### src/logic/bps_defines.svh
`ifndef BPS_DEFINES_SVH
`define BPS_DEFINES_SVH
`define BPS_CLK_HZ 25000000
`define BPS_CLK_MHZ 25
`define BPS_SW_HZ 300000
`define BPS_SW_PERIOD_CYC (`BPS_CLK_HZ / `BPS_SW_HZ)
`define BPS_SS_STEPS 40
`define BPS_SS_PERIODS 512
`define BPS_SAMPLE_PERIODS 4
`define BPS_OC_LIMIT 2
`define BPS_DEAD_NS 80
`define BPS_DEAD_CYC ((`BPS_DEAD_NS * `BPS_CLK_MHZ + 999) / 1000)
`define BPS_TRIP_LSB_MV 5
`define BPS_TRIP_DEFAULT_MV 300
`define BPS_TRIP_DEFAULT_CODE (`BPS_TRIP_DEFAULT_MV / `BPS_TRIP_LSB_MV)
`define BPS_REG_CTRL 32'h0000_0000
`define BPS_REG_STATUS 32'h0000_0004
`define BPS_REG_TRIP 32'h0000_0008
`define BPS_CTRL_SKIP_BIT 0
`define BPS_CTRL_RESET 32'h0000_0001
`endif

### src/logic/bps_pkg.sv
package bps_pkg;
  // Gray codes along off, sample, ramp, run, fault
  typedef enum logic [2:0] {
    BPS_OFF    = 3'h0,
    BPS_SAMPLE = 3'h1,
    BPS_RAMP   = 3'h3,
    BPS_RUN    = 3'h2,
    BPS_FAULT  = 3'h6
  } bps_state_t;

  // Comparator levels arriving from the analog side
  typedef struct packed {
    logic supply_ok;
    logic comp_enable;
    logic fb_under;
    logic fb_over;
    logic oc_trip;
    logic current_reversal_comparator;
    logic low_side_drive_low;
    logic hgate_low;
    logic pwm_on;
    logic skip_req;
  } bps_sense_t;

  // AHB-Lite slave inputs
  typedef struct packed {
    logic hsel;
    logic [31:0] haddr;
    logic [1:0] htrans;
    logic hwrite;
    logic [2:0] hsize;
    logic [31:0] hwdata;
    logic hready;
  } bps_ahb_in_t;
endpackage

### src/logic/bps_sequencer.sv
// Implementation choices: the AHB-Lite slave port and the register addresses.
`timescale 1ns/1ps
`include "bps_defines.svh"
module bps_sequencer #(
  parameter int TRIP_W = 8
) (
  // Clock and power-on reset
  input wire logic clock,
  input wire logic arst_n,
  // Analog comparators and trip sample
  input wire bps_pkg::bps_sense_t sense_in,
  input wire logic [TRIP_W-1:0] trip_code_in,
  // Register bus
  input wire bps_pkg::bps_ahb_in_t ahb_in,
  output logic [31:0] hrdata,
  output logic hreadyout,
  output logic hresp,
  // Power stage control
  output logic high_side_drive,
  output logic low_side_drive,
  output logic trip_source_en,
  output logic [TRIP_W-1:0] held_trip_voltage,
  output logic [5:0] ss_ref_step,
  output logic ref_fixed
);
  import bps_pkg::*;

  localparam logic [6:0] PER_LAST = 7'(`BPS_SW_PERIOD_CYC - 1);
  localparam logic [8:0] SS_LAST = 9'(`BPS_SS_PERIODS - 1);
  localparam logic [2:0] SAMP_LAST = 3'(`BPS_SAMPLE_PERIODS - 1);
  localparam logic [1:0] OC_LAST = 2'(`BPS_OC_LIMIT - 1);
  localparam logic [3:0] DEAD = 4'(`BPS_DEAD_CYC);
  localparam logic [TRIP_W-1:0] TRIP_DEF = TRIP_W'(`BPS_TRIP_DEFAULT_CODE);

  // Step index for a ramp period: floor((period + 1) * 40 / 512)
  function automatic logic [5:0] ramp_step(input logic [8:0] per);
    logic [15:0] prod;
    prod = (16'(per) + 16'h0001) * 16'(`BPS_SS_STEPS);
    return prod[14:9];
  endfunction

  // Comparator synchronisers; first stage feeds only the second
  bps_sense_t sync1_r, s;
  logic [TRIP_W-1:0] trip1_r, trip_s;
  always_ff @(posedge clock or negedge arst_n) begin
    if (!arst_n) begin
      sync1_r <= '0;
      s <= '0;
      trip1_r <= '0;
      trip_s <= '0;
    end else begin
      sync1_r <= sense_in;
      s <= sync1_r;
      trip1_r <= trip_code_in;
      trip_s <= trip1_r;
    end
  end

  // Switching oscillator derived from the system clock
  logic [6:0] prescale_r;
  logic sw_tick;
  assign sw_tick = (prescale_r == PER_LAST);
  always_ff @(posedge clock or negedge arst_n) begin
    if (!arst_n) begin
      prescale_r <= '0;
    end else begin
      prescale_r <= sw_tick ? 7'h00 : prescale_r + 7'h01;
    end
  end

  bps_state_t state_r, state_nxt;
  logic [8:0] ramp_per_r;
  logic [2:0] samp_cnt_r;
  logic [1:0] oc_cnt_r;
  logic hs_r, ls_r;
  logic skip_en_r;
  logic oc_event, uv_event, running;

  assign running = (state_r == BPS_RAMP) || (state_r == BPS_RUN);
  assign oc_event = running && ls_r && s.oc_trip;
  assign uv_event = (state_r == BPS_RUN) && s.fb_under;

  always_comb begin
    state_nxt = state_r;
    if (!s.supply_ok || !s.comp_enable) begin
      state_nxt = BPS_OFF;
    end else begin
      case (state_r)
        BPS_OFF: state_nxt = BPS_SAMPLE;
        BPS_SAMPLE: begin
          if (sw_tick && samp_cnt_r == SAMP_LAST) begin
            state_nxt = BPS_RAMP;
          end
        end
        BPS_RAMP: begin
          if (oc_event) begin
            state_nxt = (oc_cnt_r == OC_LAST) ? BPS_FAULT : BPS_SAMPLE;
          end else if (sw_tick && ramp_per_r == SS_LAST) begin
            state_nxt = BPS_RUN;
          end
        end
        BPS_RUN: begin
          if (uv_event) begin
            state_nxt = BPS_FAULT;
          end else if (oc_event) begin
            state_nxt = (oc_cnt_r == OC_LAST) ? BPS_FAULT : BPS_SAMPLE;
          end
        end
        BPS_FAULT: state_nxt = BPS_FAULT;
        default: state_nxt = BPS_OFF;
      endcase
    end
  end

  always_ff @(posedge clock or negedge arst_n) begin
    if (!arst_n) begin
      state_r <= BPS_OFF;
    end else begin
      state_r <= state_nxt;
    end
  end

  // Event count survives restarts, cleared only through the off state
  always_ff @(posedge clock or negedge arst_n) begin
    if (!arst_n) begin
      oc_cnt_r <= '0;
    end else if (state_nxt == BPS_OFF) begin
      oc_cnt_r <= '0;
    end else if (oc_event && oc_cnt_r != OC_LAST + 2'h1) begin
      oc_cnt_r <= oc_cnt_r + 2'h1;
    end
  end

  // Trip sampling window and ramp period counter
  always_ff @(posedge clock or negedge arst_n) begin
    if (!arst_n) begin
      samp_cnt_r <= '0;
      ramp_per_r <= '0;
    end else begin
      samp_cnt_r <= (state_r != BPS_SAMPLE) ? 3'h0 : samp_cnt_r + 3'(sw_tick);
      ramp_per_r <= (state_r != BPS_RAMP) ? 9'h000 : ramp_per_r + 9'(sw_tick);
    end
  end

  // Current source runs only in the sampling window; the sample is held after
  // because the pin becomes a gate drive again once switching starts.
  always_ff @(posedge clock or negedge arst_n) begin
    if (!arst_n) begin
      trip_source_en <= 1'b0;
      held_trip_voltage <= TRIP_DEF;
    end else begin
      trip_source_en <= (state_nxt == BPS_SAMPLE);
      if (state_r == BPS_SAMPLE && state_nxt == BPS_RAMP) begin
        held_trip_voltage <= (trip_s > TRIP_DEF) ? TRIP_DEF : trip_s;
      end
    end
  end

  // Stepped reference, then the fixed one
  always_ff @(posedge clock or negedge arst_n) begin
    if (!arst_n) begin
      ss_ref_step <= '0;
      ref_fixed <= 1'b0;
    end else begin
      ref_fixed <= (state_nxt == BPS_RUN);
      if (state_nxt == BPS_RUN) begin
        ss_ref_step <= 6'(`BPS_SS_STEPS);
      end else if (state_r == BPS_RAMP) begin
        ss_ref_step <= ramp_step(ramp_per_r);
      end else begin
        ss_ref_step <= '0;
      end
    end
  end

  // Cycle-based reversal and skip flags; a new reversal beats the cycle clear
  logic rev_r, skip_cycle_r;
  always_ff @(posedge clock or negedge arst_n) begin
    if (!arst_n) begin
      rev_r <= 1'b0;
      skip_cycle_r <= 1'b0;
    end else begin
      if (ls_r && s.current_reversal_comparator) begin
        rev_r <= 1'b1;
      end else if (sw_tick) begin
        rev_r <= 1'b0;
      end
      if (sw_tick) begin
        skip_cycle_r <= skip_en_r && s.skip_req && (state_r == BPS_RUN);
      end
    end
  end

  logic hs_want, ls_want;
  assign hs_want = running && s.pwm_on && !skip_cycle_r && !s.fb_over;
  assign ls_want = running && (s.fb_over || (!s.pwm_on && !rev_r));

  // Dead-time counters start once the opposite gate is seen low
  logic [3:0] lo_off_cnt_r, hi_off_cnt_r;
  always_ff @(posedge clock or negedge arst_n) begin
    if (!arst_n) begin
      lo_off_cnt_r <= '0;
      hi_off_cnt_r <= '0;
    end else begin
      if (ls_r || !s.low_side_drive_low) begin
        lo_off_cnt_r <= '0;
      end else if (lo_off_cnt_r != DEAD) begin
        lo_off_cnt_r <= lo_off_cnt_r + 4'h1;
      end
      if (hs_r || !s.hgate_low) begin
        hi_off_cnt_r <= '0;
      end else if (hi_off_cnt_r != DEAD) begin
        hi_off_cnt_r <= hi_off_cnt_r + 4'h1;
      end
    end
  end

  // A drive may stay on while wanted; turning on needs the other side off
  always_ff @(posedge clock or negedge arst_n) begin
    if (!arst_n) begin
      hs_r <= 1'b0;
      ls_r <= 1'b0;
    end else begin
      hs_r <= hs_want && !ls_r && (hs_r || lo_off_cnt_r == DEAD);
      ls_r <= ls_want && !hs_r && (ls_r || hi_off_cnt_r == DEAD);
    end
  end
  assign high_side_drive = hs_r;
  assign low_side_drive = ls_r;

  // AHB-Lite slave: zero wait states, always OKAY
  logic wr_pend_r;
  logic [31:0] wr_addr_r;
  logic addr_valid;
  assign addr_valid = ahb_in.hsel && ahb_in.htrans[1] && ahb_in.hready;

  function automatic logic [31:0] read_word(input logic [31:0] addr);
    case (addr)
      `BPS_REG_CTRL: read_word = {31'h0, skip_en_r};
      `BPS_REG_STATUS: read_word = {18'h0, ss_ref_step, ref_fixed, ls_r, hs_r,
                                    oc_cnt_r, state_r};
      `BPS_REG_TRIP: read_word = 32'(held_trip_voltage);
      default: read_word = 32'h0000_0000;
    endcase
  endfunction

  always_ff @(posedge clock or negedge arst_n) begin
    if (!arst_n) begin
      wr_pend_r <= 1'b0;
      wr_addr_r <= '0;
      hrdata <= '0;
      hreadyout <= 1'b1;
      hresp <= 1'b0;
    end else begin
      hreadyout <= 1'b1;
      hresp <= 1'b0;
      if (ahb_in.hready) begin
        wr_pend_r <= addr_valid && ahb_in.hwrite;
        wr_addr_r <= ahb_in.haddr;
        if (addr_valid && !ahb_in.hwrite) begin
          hrdata <= read_word(ahb_in.haddr);
        end
      end
    end
  end

  always_ff @(posedge clock or negedge arst_n) begin
    if (!arst_n) begin
      skip_en_r <= 1'(`BPS_CTRL_RESET);
    end else if (wr_pend_r && wr_addr_r == `BPS_REG_CTRL) begin
      skip_en_r <= ahb_in.hwdata[`BPS_CTRL_SKIP_BIT];
    end
  end

  // Checks
  no_overlap_a: assert property (@(posedge clock) disable iff (!arst_n)
    !(hs_r && ls_r)) else $error("both gate drives on");
  hs_dead_a: assert property (@(posedge clock) disable iff (!arst_n)
    $rose(hs_r) |-> $past(lo_off_cnt_r) == DEAD && $past(s.low_side_drive_low))
    else $error("high-side rose without low-side dead time");
  ls_dead_a: assert property (@(posedge clock) disable iff (!arst_n)
    $rose(ls_r) |-> $past(hi_off_cnt_r) == DEAD && $past(s.hgate_low))
    else $error("low-side rose without high-side dead time");
  supply_inhibit_a: assert property (@(posedge clock) disable iff (!arst_n)
    !s.supply_ok |=> state_r == BPS_OFF ##1 (!hs_r && !ls_r))
    else $error("drives not off with supply low");
  comp_shutdown_a: assert property (@(posedge clock) disable iff (!arst_n)
    !s.comp_enable [*3] |-> !hs_r && !ls_r && state_r == BPS_OFF)
    else $error("drives active while disabled");
  run_ref_a: assert property (@(posedge clock) disable iff (!arst_n)
    state_r == BPS_RUN |-> ref_fixed && ss_ref_step == 6'(`BPS_SS_STEPS))
    else $error("fixed reference not selected in run");
  trip_window_a: assert property (@(posedge clock) disable iff (!arst_n)
    trip_source_en == (state_r == BPS_SAMPLE))
    else $error("trip source outside sampling window");
  trip_clamp_a: assert property (@(posedge clock) disable iff (!arst_n)
    held_trip_voltage <= TRIP_DEF) else $error("held trip above default");
  oc_latch_a: assert property (@(posedge clock) disable iff (!arst_n)
    (oc_event && oc_cnt_r == OC_LAST && s.supply_ok && s.comp_enable)
    |=> state_r == BPS_FAULT ##1 (!hs_r && !ls_r))
    else $error("second over-current did not latch");
  uv_latch_a: assert property (@(posedge clock) disable iff (!arst_n)
    (uv_event && s.supply_ok && s.comp_enable)
    |=> state_r == BPS_FAULT ##1 (!hs_r && !ls_r))
    else $error("under-voltage did not latch");
  fault_hold_a: assert property (@(posedge clock) disable iff (!arst_n)
    (state_r == BPS_FAULT && s.supply_ok && s.comp_enable) |=> state_r == BPS_FAULT)
    else $error("fault left without disable or power cycle");
  ovp_clamp_a: assert property (@(posedge clock) disable iff (!arst_n)
    (s.fb_over && running) [*2] |-> !hs_r)
    else $error("high-side on during over-voltage");
endmodule

### config.mk
export PLATFORM = sky130hd
export DESIGN_NAME = bps_sequencer
export DESIGN_NICKNAME = d
export VERILOG_FILES = /design/src/logic/bps_pkg.sv /design/src/logic/bps_sequencer.sv
export VERILOG_INCLUDE_DIRS = /design/src /design/src/logic
export SDC_FILE = /design/constraint.sdc
export NUM_CORES = 1
export LEC_CHECK = 0
export ABC_AREA = 1
export ABC_CLOCK_PERIOD_IN_PS = 2300
export BUFFER_PORTS_ARGS = -buffer_cell sky130_fd_sc_hd__buf_2
export CORE_UTILIZATION = 43
export CTS_CLUSTER_DIAMETER = 60
export DETAILED_ROUTE_END_ITERATION = 6
export PLACE_DENSITY = 0.72
export SYNTH_ARGS = -nofsm -noshare
export SYNTH_HDL_FRONTEND = slang
export SYNTH_SLANG_ARGS = --single-unit
export TNS_END_PERCENT = 30
### constraint.sdc
create_clock -name clock -period 2.3 [get_ports clock]
set_input_delay 0 -clock clock [delete_from_list [all_inputs] [get_ports clock]]
set_output_delay 0 -clock clock [all_outputs]
set_load 0.05 [all_outputs]
== Word-level counts from Yosys, hierarchy flattened ==
Cells that the tools add are included.

* Add/sub/neg operators: 7
* $mul: 1
* Order comparisons: 1
* Equal/unequal tests: 20
* Muxes and demuxes: 23
* Reduce and logical (&&, ||, !) cells: 51

{| class="wikitable"
|+ Operators with widths
! operator !! number
|-
| $logic_not A32 Y1 || 2
|-
| $pmux W14 S3 || 1
|-
| $eq A32 B3 Y1 const B || 1
|-
| $eq A32 B4 Y1 const B || 1
|-
| $logic_and A1 B1 Y1 || 24
|-
| $mux W3 || 8
|-
| $mux W4 || 4
|-
| $eq A3 B2 Y1 const B || 5
|-
| $pmux W3 S5 || 1
|-
| $mul A10 B3 Y12 const B || 1
|-
| $mux W6 || 2
|-
| $logic_not A1 Y1 || 11
|-
| $add A9 B1 Y10 const B || 1
|-
| $add A9 B1 Y9 || 1
|-
| $eq A9 B9 Y1 const B || 1
|-
| $mux W9 || 1
|-
| $add A4 B1 Y4 const B || 2
|-
| $eq A4 B2 Y1 const B || 2
|-
| $gt A8 B6 Y1 const B || 1
|-
| $mux W8 || 1
|-
| $ne A4 B2 Y1 const B || 2
|-
| $reduce_bool A2 Y1 || 4
|-
| $add A7 B1 Y7 const B || 1
|-
| $eq A7 B7 Y1 const B || 1
|-
| other kinds (14) || 24
|}

* Bits in registers: 154
* Bits of input ports: 92

== Longest topological paths before layout ==
Gate-level depths: netlist of the first run.

* Depth after elaboration: 10
* Depth in mapped cells: 17
* Depth with buffers taken out: 17

== Worst setup path after synthesis of the first run ==
Ideal clock, no wire load.

* Path type: reg2reg
* Start point: reg ramp_per_r[0]
* End point: reg ss_ref_step[2]
* Setup time: 0.118 ns
* Arrival time: 2.270 ns
* Slack: -0.088 ns
* Cell stages (with the launch flop): 15
* Path buffers: 0
* Path through: dfrtp_1 ha_1 nand2_1 inv_1 nand4_1 xor2_1 inv_1 ha_1 ha_1 nand2_1 or3_1 nand2_1 nand2_1 nand3_1 nor2_1

* Cells in the longest elaborated chain, start to end: 8
* Elaborated cells between the ends (all ways): 11
* Those cells by class: 1 x add/sub; 1 x mul; 2 x eq/ne; 6 x mux; 1 x reduce/logical

{| class="wikitable"
|+ Ends and longest elaborated chain
! what !! RTL line !! RTL
|-
| start, declared || bps_sequencer.sv:72 || <nowiki>logic [8:0] ramp_per_r;</nowiki>
|-
| start signal, assigned || bps_sequencer.sv:141 || <nowiki>ramp_per_r <= (state_r != BPS_RAMP) ? 9'h000 : ramp_per_r + 9'(sw_tick);</nowiki>
|-
| parallel branches: the longest is 7 deep, another holds $mul A10 B3 Y12 || n/a ||
|-
| $mux W6 (*) || bps_sequencer.sv:166 || <nowiki>if (state_nxt == BPS_RUN) begin</nowiki>
|-
| end signal, assigned || bps_sequencer.sv:167 || <nowiki>ss_ref_step <= 6'(`BPS_SS_STEPS);</nowiki>
|-
| end signal, assigned || bps_sequencer.sv:169 || <nowiki>ss_ref_step <= ramp_step(ramp_per_r);</nowiki>
|-
| end, declared || bps_sequencer.sv:23 || <nowiki>output logic [5:0] ss_ref_step,</nowiki>
|}

Every way passes the cells marked *.
A chain may end at the register's enable or synchronous reset.

== Worst setup path in the final report of the first run ==
* Start point: reg ramp_per_r[4]
* End point: reg ss_ref_step[5]

The elaborated chain is that of the path after synthesis.

==> results of run 1 <==
metal layers:
layer  part of all wire, %  wire length, µm  vias up  global-route usage (%)
li1                      -                -     2611                       -
met1                    46             6290     2349                    24.1
met2                    48             6620      118                    32.8
met3                   4.7              641       12                    4.89
met4                  0.90              123        0                    5.42
met5                     0                0        -                       0
synth_stat cells, drive strengths merged (3+ instances only):
| cell | number | area, µm² |
|---|---|---|
| o21ai | 61 | 309 |
| nand4 | 10 | 62.6 |
| xnor2 | 3 | 26.3 |
| dfrtp | 131 | 3280 |
| nand3 | 54 | 270 |
| xor2 | 8 | 70.1 |
| a21oi | 14 | 70.1 |
| buf | 27 | 188 |
| inv | 98 | 368 |
| ha | 28 | 350 |
| nand2 | 150 | 573 |
| nor3 | 12 | 71.3 |
| clkbuf | 5 | 18.8 |
| dfstp | 5 | 131 |
| nor2 | 84 | 338 |
| nor4 | 5 | 31.3 |
final timing paths:
kind / to / slack, ps
max: ss_ref_step[5] / -90
min: wr_addr_r[24] / 50
max reg2reg: ss_ref_step[5] / -90
min reg2reg: s[8] / 350
max in group asynchronous: lo_off_cnt_r[2] / 1540
min in group clock: hrdata[7] / 190
worst register-to-register path, delay by kind of cell (launching register included):
family	cells	cell delay, ps
simple gates	11	800
fa+ha+maj	3	800
flops	1	370
buf+inv	2	200
compound gates	1	120
cell type report:
type	instances	area, µm²
clock inverter	6	87.6
fill	1173	5670
inverter	98	368
sequential	136	3410
tap	180	225
timing repair buffer	178	1270
multi-input combinational	466	2550
clock buffer	25	515
cell usage in the layout, fill, tap and decap left out, drive strengths merged, types with 3 or more instances in the layout:
cell,synthesis,final
a21oi,14,14
buf,27,124
clkbuf,5,25
clkinv,0,4
conb,2,20
dfrtp,131,131
dfstp,5,5
dlygate4sd3,0,54
ha,28,28
inv,98,98
nand2,150,150
nand3,54,54
nand4,10,10
nor2,84,84
nor3,12,12
nor4,5,5
o21ai,61,61
xnor2,3,3
xor2,8,8
state kept, by name, indices dropped and copies added (netlist names), 7 cells and up:
name,count
held_trip_voltage,8
hrdata,14
prescale_r,7
ramp_per_r,9
s,10
sync1_r,10
trip1_r,8
trip_s,8
wr_addr_r,32
through the flow:
| stage | hold WS [ps] | worst slack, ps |
|---|---|---|
| 2_1_floorplan | -296 | -19.9 |
| 3_3_place_gp | -96.1 | -106 |
| 3_5_place_dp | -95.1 | -168 |
| 4_1_cts | 29.9 | -50.8 |
| 5_1_grt | 76.5 | -248 |
| 6_report | 45.6 | -94.0 |
power groups by stage:
stage | combinational [µW] | sequential (µW) | clock [µW]
after floorplan | 281 | 2620 | 0
after global placement | 398 | 2630 | 0
after detailed placement | 411 | 2640 | 0
after CTS | 482 | 2600 | 2760
after global routing | 544 | 2610 | 2870
final | 481 | 2600 | 2710
logic make-up (layout without fill, tap and decap cells):
logic type	after synthesis	after routing	share of synthesized area, %
and+or+nand+nor	323	323	22.2
DFF	136	136	54.2
buffers and inverters	130	307	9.13
AOI/OAI and AO/OA	82	82	6.88
adders and majority gates	28	28	5.57
xor gates and xnor gates	11	11	1.53
other	2	20	0.119
muxes	2	2	0.358
repair_timing:
item	in CTS	in global routing
gates resized for setup	17	10
setup endpoints to repair	6	6
hold endpoints to repair	184	0
hold buffers	54	0
pin swaps	14	8
buffers inserted	2	2
==> results.yml, run 1 <==
flow_run:
  max_cap_viol_count: 0
global_routing:
  grt_use_total_pct: 19.2
  grt_pass1_wl_mm: 22.1
  grt-ovfl-total: 0
  antenna_found_initial: 0
  grt_pass1_vias: 4978
  grt_start_max_net_pins: 74
cts:
  path_clk_slew_ps: 60
  cts_tree: "yes"
  clock_sinks: 136
  clk_path_buf_depth: 2
  root_buffer: "clkbuf_16"
  clk_latency_ps: 410
  cts-htree-levels: 4
  cts_inserted_buffers: 17
yosys:
  yosysWarnings: 0
  synth.avg_cell_area_um2: 8.81
  syn_area_mm2: 0.00629
  async_flop_share_pct: 100
  synth_edf_count: 0
  synth-main-ff-cell: "dfrtp_1"
  netlist_instances: 714
  ys_seq_elements: 136
  seq_area_frac_synth_pct: 54.2
  synth_cell_types: 41
power_and_ir_drop:
  pwr-share-clk_pct: 46.8
  p_per_area_mw_per_mm2: 687
  total_power_uw: 5780
  switching_share_pct: 22.7
  p_sw_uw: 1310
  ir_worst_vdd_mv: 0.529
  comb_power_share_pct: 8.3
  internal-power_uw: 4470
  cellLeakagePower_uw: 0.00430
  seqPwrFrac_pct: 44.9
hold_path:
  hp-class: "primary input to asynchronous set/reset pin"
critical_path:
  cp.arrival_ps: 2690
  slowest_delay_ps: 370
  reg2reg_depth: 17
  worstPathMaxFanout: 3
  rr_startpoint: "ramp_per_r[4]"
  path_cells: "nand2_2, buf_4, nor2_1, inv_1, nor3_2, ha_1, ha_4, ha_4, nand2_2, a21oi_1, nor2_1, nand2_1, nand2_1, nand2_1, nand2_1, nand3_1, nand2_1"
  crit_required_ps: 2600
  end_kind: "register"
  worst_path_most_repeated_cell: "nand2_1"
  critPathLaunchType: "register"
  cp.depth: 17
  worst_path_max_delay_cell: "dfrtp_1"
  critPathBufInv: 2
  cp_top_family: "adder cells"
  startpoint: "ramp_per_r[4]"
  criticalPathCategory: "register to register"
placement:
  port_buffers: 88
  gp_congestion: 0.799
  placed_cells: 1000
  dpl_cell_area_mm2: 0.00713
  hpwl_mm: 9.40
final_layout:
  layoutNonFillerInstCount: 1089
  antenna_cells: 0
  syn2layout_area_growth_pct: 33.9
  final_core_util_pct: 59.8
  postLayoutCellArea_mm2: 0.00842
  layout-drive-gt1-share_pct: 21.6
  nNetsFinal: 1017
floorplanning:
  die_area_mm2: 0.0151
  die_h_um: 123
  io_pins: 144
  die_w_um: 123
  core_area_mm2: 0.0141
  initial_core_util_pct: 44.6
  rows: 43
run_status:
  status: "finished with violations"
  violations: "negative setup slack"
detailed_routing:
  wirelength_mm: 13.7
  vias: 5090
  drt-wirelength-per-cell_um: 12.6
  drt_iter0_drc: 258
  dr.pass1.iters: 5
  drc: 0
  detail-route-antenna-nets: 0
  vias_per_cell: 4.67
timing:
  layout_setup_ws_ps: -94.0
  final.setup.tns_ps: -266
  worst_pin_slew_ps: 512
  hold_viol: 0
  rsz0062_at_grt: "yes"
  max_freq_mhz: 418
  period_share_pct: 104
  clock_skew_ps: 7.27
  final_max_slew_viol_count: 0
  slew_headroom_pct: 65.8
  finalSetupViolations: 3
  period_needed_ps: 2390
Power figures use the tool's default switching activity.
==> run 2, diff against run 1 <==
--- a/config.mk
+++ b/config.mk
@@ -12,7 +12,7 @@
 export CORE_UTILIZATION = 43
 export CTS_CLUSTER_DIAMETER = 60
 export DETAILED_ROUTE_END_ITERATION = 6
-export PLACE_DENSITY = 0.72
+export PLACE_DENSITY = 0.68
 export SYNTH_ARGS = -nofsm -noshare
 export SYNTH_HDL_FRONTEND = slang
 export SYNTH_SLANG_ARGS = --single-unit
==> results.yml, run 2 (synthesized netlist as in run 1, its figures left out) <==
run_status:
  status: "finished with violations"
  violations: "negative setup slack"
power_and_ir_drop:
  p_per_area_mw_per_mm2: 691
  switching_share_pct: 23.2
  seqPwrFrac_pct: 43.6
  ir_worst_vdd_mv: 0.589
  internal-power_uw: 4570
  comb_power_share_pct: 8.2
  p_sw_uw: 1380
  pwr-share-clk_pct: 48.2
  cellLeakagePower_uw: 0.00442
critical_path:
  cp_top_family: "buffers and inverters"
  worst_path_max_delay_cell: "dfrtp_1"
  criticalPathCategory: "register to register"
  worstPathMaxFanout: 3
  critPathBufInv: 11
  worst_path_most_repeated_cell: "buf_4"
  end_kind: "register"
  slowest_delay_ps: 390
  cp.arrival_ps: 2790
  crit_required_ps: 2630
  path_cells: "nand2_2, nor2_2, inv_1, buf_4, buf_4, buf_4, buf_4, buf_4, buf_4, buf_4, buf_4, buf_4, buf_4, nor2_1, a21oi_1, nor3_1"
  critPathLaunchType: "register"
timing:
  layout_setup_ws_ps: -167
  final.setup.tns_ps: -549
  clock_skew_ps: 9.72
  period_share_pct: 107
  final_max_slew_viol_count: 0
  hold_viol: 0
  max_freq_mhz: 405
  period_needed_ps: 2470
  rsz0062_at_grt: "yes"
  finalSetupViolations: 6
detailed_routing:
  drt_iter0_drc: 312
  highest_layer: "met4"
  drc: 0
  wirelength_mm: 14.7
  detail-route-antenna-nets: 0
  drt-wirelength-per-cell_um: 13.4
  vias_per_cell: 4.74
  vias: 5230
  wl_met3_um: 800
  wl_met1_mm: 6.66
  dr_wl_met2_mm: 7.15
  dr.pass1.iters: 4
floorplanning:
  io_pins: 144
  die_w_um: 123
  rows: 43
  initial_core_util_pct: 44.6
  core_area_mm2: 0.0141
  die_area_mm2: 0.0151
  die_h_um: 123
cts:
  clk_latency_ps: 410
  cts_tree: "yes"
  path_clk_slew_ps: 60
  cts-htree-levels: 4
  cts_inserted_buffers: 17
  root_buffer: "clkbuf_16"
  clock_sinks: 136
  clk_path_buf_depth: 2
final_layout:
  largest_register_ffs: 32
  final_common_cell: "nand2_1"
  layoutNonFillerInstCount: 1104
  reg.largest.list: "wr_addr_r (32), hrdata (14)"
  antenna_cells: 0
  final_core_util_pct: 61.1
  syn2layout_area_growth_pct: 36.8
  final_cell_mix: "nand2_1, dfrtp_1, inv_1, buf_2, nor2_1"
  layout-drive-gt1-share_pct: 24.1
  nNetsFinal: 1032
  largest-register: "wr_addr_r"
global_routing:
  grt_start_max_net_pins: 69
  grt-ovfl-total: 0
  grt_use_total_pct: 20.5
  grt_pass1_wl_mm: 23.4
  antenna_found_initial: 0
  grt_pass1_vias: 4988
flow_run:
  max_cap_viol_count: 0
placement:
  dp_slack_ps: -165
  hpwl_mm: 9.52
  placed_cells: 1004
  port_buffers: 88
  gp_congestion: 0.825
hold_path:
  hp-class: "primary input to register"
==> run 2: changes by cell type in the layout (fill, tap and decap cells not counted), moves of 3 or more <==
cell and delta:
buf_4 +15, nor3_1 -3, nand2_1 -5, nand2_2 +4, clkbuf_8 -4
==> run 2: worst paths after layout <==
check / start / endpoint / slack, ps / cells after the start
worst max-delay path: ramp_per_r[3] / ramp_per_r[8] / -170 / 16
worst min-delay path: ahb_in[0] / wr_addr_r[31] / 40 / 3
worst max register to register: ramp_per_r[3] / ramp_per_r[8] / -170 / 16
worst min register to register: sync1_r[6] / s[6] / 350 / 0
max in group asynchronous: arst_n / held_trip_voltage[2] / 1460 / 3
min in group asynchronous: arst_n / hrdata[9] / 80 / 2
==> run 2: per-stage QoR <==
| step | cell area, µm² | total power (µW) | hold WS [ps] |
|---|---|---|---|
| 2_1_floorplan | 6410 | 2900 | -296 |
| 3_3_place_gp | 7160 | 3030 | -76.6 |
| 3_5_place_dp | 7160 | 3050 | -74.0 |
| 4_1_cts | 8470 | 6000 | 31.9 |
| 5_1_grt | 8610 | 6220 | 59.1 |
| 6_report | 8610 | 5950 | 40.8 |
==> run 2: area by class of cell <==
cell class | instances | area, µm²
clock buffer | 19 | 453
timing repair buffer | 193 | 1380
tap | 180 | 225
clock inverter | 12 | 174
inverter | 98 | 370
sequential | 136 | 3410
fill | 1168 | 5490
multi-input combinational | 466 | 2590
==> run 2: repair_timing <==
action	CTS	global route
endpoints found under the setup margin	6	7
pin swaps	15	20
gates resized for setup	15	24
setup buffers	12	3
hold buffers	54	0
endpoints found under the hold margin	185	0
==> run 2: power groups by stage <==
stage | registers, µW | logic [µW] | clock network, µW
2_1_floorplan | 2620 | 281 | 0
3_3_place_gp | 2630 | 400 | 0
3_5_place_dp | 2630 | 412 | 0
4_1_cts | 2590 | 488 | 2920
5_1_grt | 2610 | 553 | 3060
6_report | 2590 | 490 | 2870
==> run 2: worst reg2reg max path, delay by kind of cell (launching register included) <==
kind                   cells  cell delay [ps]
buffers and inverters     11             1320
AO/OA/AOI/OAI              1               90
AND/OR/NAND/NOR            4              570
flip-flops                 1              390
==> run 2: per-layer routing <==
metal	GRT usage [%]	vias up
li1	-	2634
met4	6.17	0
met3	5.40	9
met2	34.3	133
met5	0	-
met1	26.1	2454
==> run 3, diff against run 2 <==
--- a/config.mk
+++ b/config.mk
@@ -9,10 +9,12 @@
 export ABC_AREA = 1
 export ABC_CLOCK_PERIOD_IN_PS = 2300
 export BUFFER_PORTS_ARGS = -buffer_cell sky130_fd_sc_hd__buf_2
+export CORE_ASPECT_RATIO = 1.5
 export CORE_UTILIZATION = 43
 export CTS_CLUSTER_DIAMETER = 60
 export DETAILED_ROUTE_END_ITERATION = 6
 export PLACE_DENSITY = 0.68
+export RECOVER_POWER = 50
 export SYNTH_ARGS = -nofsm -noshare
 export SYNTH_HDL_FRONTEND = slang
 export SYNTH_SLANG_ARGS = --single-unit
==> results.yml, run 3 (synthesized netlist as in run 1, its figures left out) <==
floorplanning:
  initial_core_util_pct: 44.6
  die_h_um: 150
  die_area_mm2: 0.0151
  die_w_um: 101
  rows: 53
  core_area_mm2: 0.0141
  io_pins: 144
critical_path:
  cp_top_family: "adder cells"
  critPathLaunchType: "register"
  critPathBufInv: 1
  end_kind: "register"
  cp.arrival_ps: 2720
  slowest_delay_ps: 410
  path_cells: "ha_2, nand2_4, nor3_2, ha_1, ha_4, ha_4, inv_4, o21bai_1, nor2_2, nand2_1, nand2_1, nand2_1, nand2_1, nand3_1, nand2_1"
  criticalPathCategory: "register to register"
  worst_path_max_delay_cell: "dfrtp_1"
  worstPathMaxFanout: 4
  crit_required_ps: 2590
  worst_path_most_repeated_cell: "nand2_1"
detailed_routing:
  vias_per_cell: 4.70
  detail-route-antenna-nets: 0
  wirelength_mm: 14.3
  drc: 0
  vias: 5203
  drt-wirelength-per-cell_um: 12.9
  dr.pass1.iters: 4
  drt_iter0_drc: 183
global_routing:
  antenna_found_initial: 0
  grt_pass1_wl_mm: 23.6
  grt-ovfl-total: 0
  grt_pass1_vias: 5226
  grt_use_total_pct: 20.2
  grt_start_max_net_pins: 64
timing:
  hold_viol: 0
  slew_headroom_pct: 5.20
  worst_pin_slew_ps: 1420
  hold-worst-slack_ps: 172
  layout_setup_ws_ps: -127
  clock_skew_ps: 9.32
  final_max_slew_viol_count: 0
  rsz0062_at_grt: "yes"
  period_share_pct: 106
  max_freq_mhz: 412
  final.setup.tns_ps: -407
  period_needed_ps: 2430
  finalSetupViolations: 5
placement:
  gp_congestion: 0.919
  placed_cells: 1015
  port_buffers: 88
  hpwl_mm: 10.1
  dpl_cell_area_mm2: 0.00715
cts:
  path_clk_slew_ps: 60
  root_buffer: "clkbuf_16"
  cts_inserted_buffers: 17
  cts_tree: "yes"
  cts-htree-levels: 4
  clk_path_buf_depth: 2
  clock_sinks: 136
  clk_latency_ps: 410
run_status:
  violations: "negative setup slack"
  status: "finished with violations"
final_layout:
  largest-register: "wr_addr_r"
  multi_input_area_mm2: 0.00254
  antenna_cells: 0
  nNetsFinal: 1023
  layoutNonFillerInstCount: 1108
  final_cell_mix: "nand2_1, dfrtp_1, inv_1, buf_2, nor2_1"
  fillers: 1204
  reg.largest.list: "wr_addr_r (32), hrdata (14)"
  syn2layout_area_growth_pct: 35.3
  largest_register_ffs: 32
  layout-drive-gt1-share_pct: 22.5
  register_area_mm2: 0.00341
  final_common_cell: "nand2_1"
  postLayoutCellArea_mm2: 0.00852
power_and_ir_drop:
  p_per_area_mw_per_mm2: 715
  ir_worst_vdd_mv: 0.465
  total_power_uw: 6090
  cellLeakagePower_uw: 0.00435
hold_path:
  hp-class: "primary input to register"
flow_run:
  max_cap_viol_count: 0
run 3: cell type report:
| class | count | share of cell area, % |
|---|---|---|
| sequential | 136 | 40.0 |
| timing repair buffer | 184 | 15.1 |
| tap | 192 | 2.82 |
| multi-input combinational | 466 | 29.9 |
| clock inverter | 11 | 2.26 |
| inverter | 98 | 4.35 |
| clock buffer | 21 | 5.52 |
run 3: per-layer routing:
metal / GRT usage [%] / share of wire, %
met1: 21.6 / 39
met5: 0 / 0
met4: 10.0 / 3.5
met3: 4.09 / 4.4
met2: 37.3 / 53
run 3: worst paths after layout:
check / startpoint / end / slack [ps] / cells past startpoint
worst max register to register: ramp_per_r[1] / ss_ref_step[5] / -130 / 15
worst max-delay path: ramp_per_r[1] / ss_ref_step[5] / -130 / 15
worst min register to register: trip1_r[6] / trip_s[6] / 350 / 0
min in group asynchronous: arst_n / wr_addr_r[29] / 460 / 2
worst min-delay path: ahb_in[38] / hrdata[0] / 170 / 6
max in group asynchronous: arst_n / skip_en_r / 650 / 3
run 3: report_power, final:
part / total [µW] / leakage [µW] / switching (µW) / internal (µW)
clock: 3010 / 0.000320 / 998 / 2010
combinational: 480 / 0.00232 / 293 / 187
sequential: 2600 / 0.00171 / 78.4 / 2520
run 3: metrics by stage:
stage	util [%]	setup WS (ps)
after floorplan	-	-19.9
after global placement	50.7	-101
after detailed placement	50.7	-183
after CTS	60.0	-37.6
after global routing	60.3	-277
final	60.3	-127
run 3: tightest hold or removal path, stage by stage:
cell     delay [ps]
buf_2            90
nand3_1          90
nor2_1           50
buf_4           180
nand2_1          80
nand2_1          40
run 3: what timing repair did:
action	CTS	global route
hold buffers	54	0
endpoints found under the hold margin	107	0
setup endpoints to repair	6	6
pin swaps	15	13
gates cloned	0	0
resized for setup	21	11
setup buffers	5	2
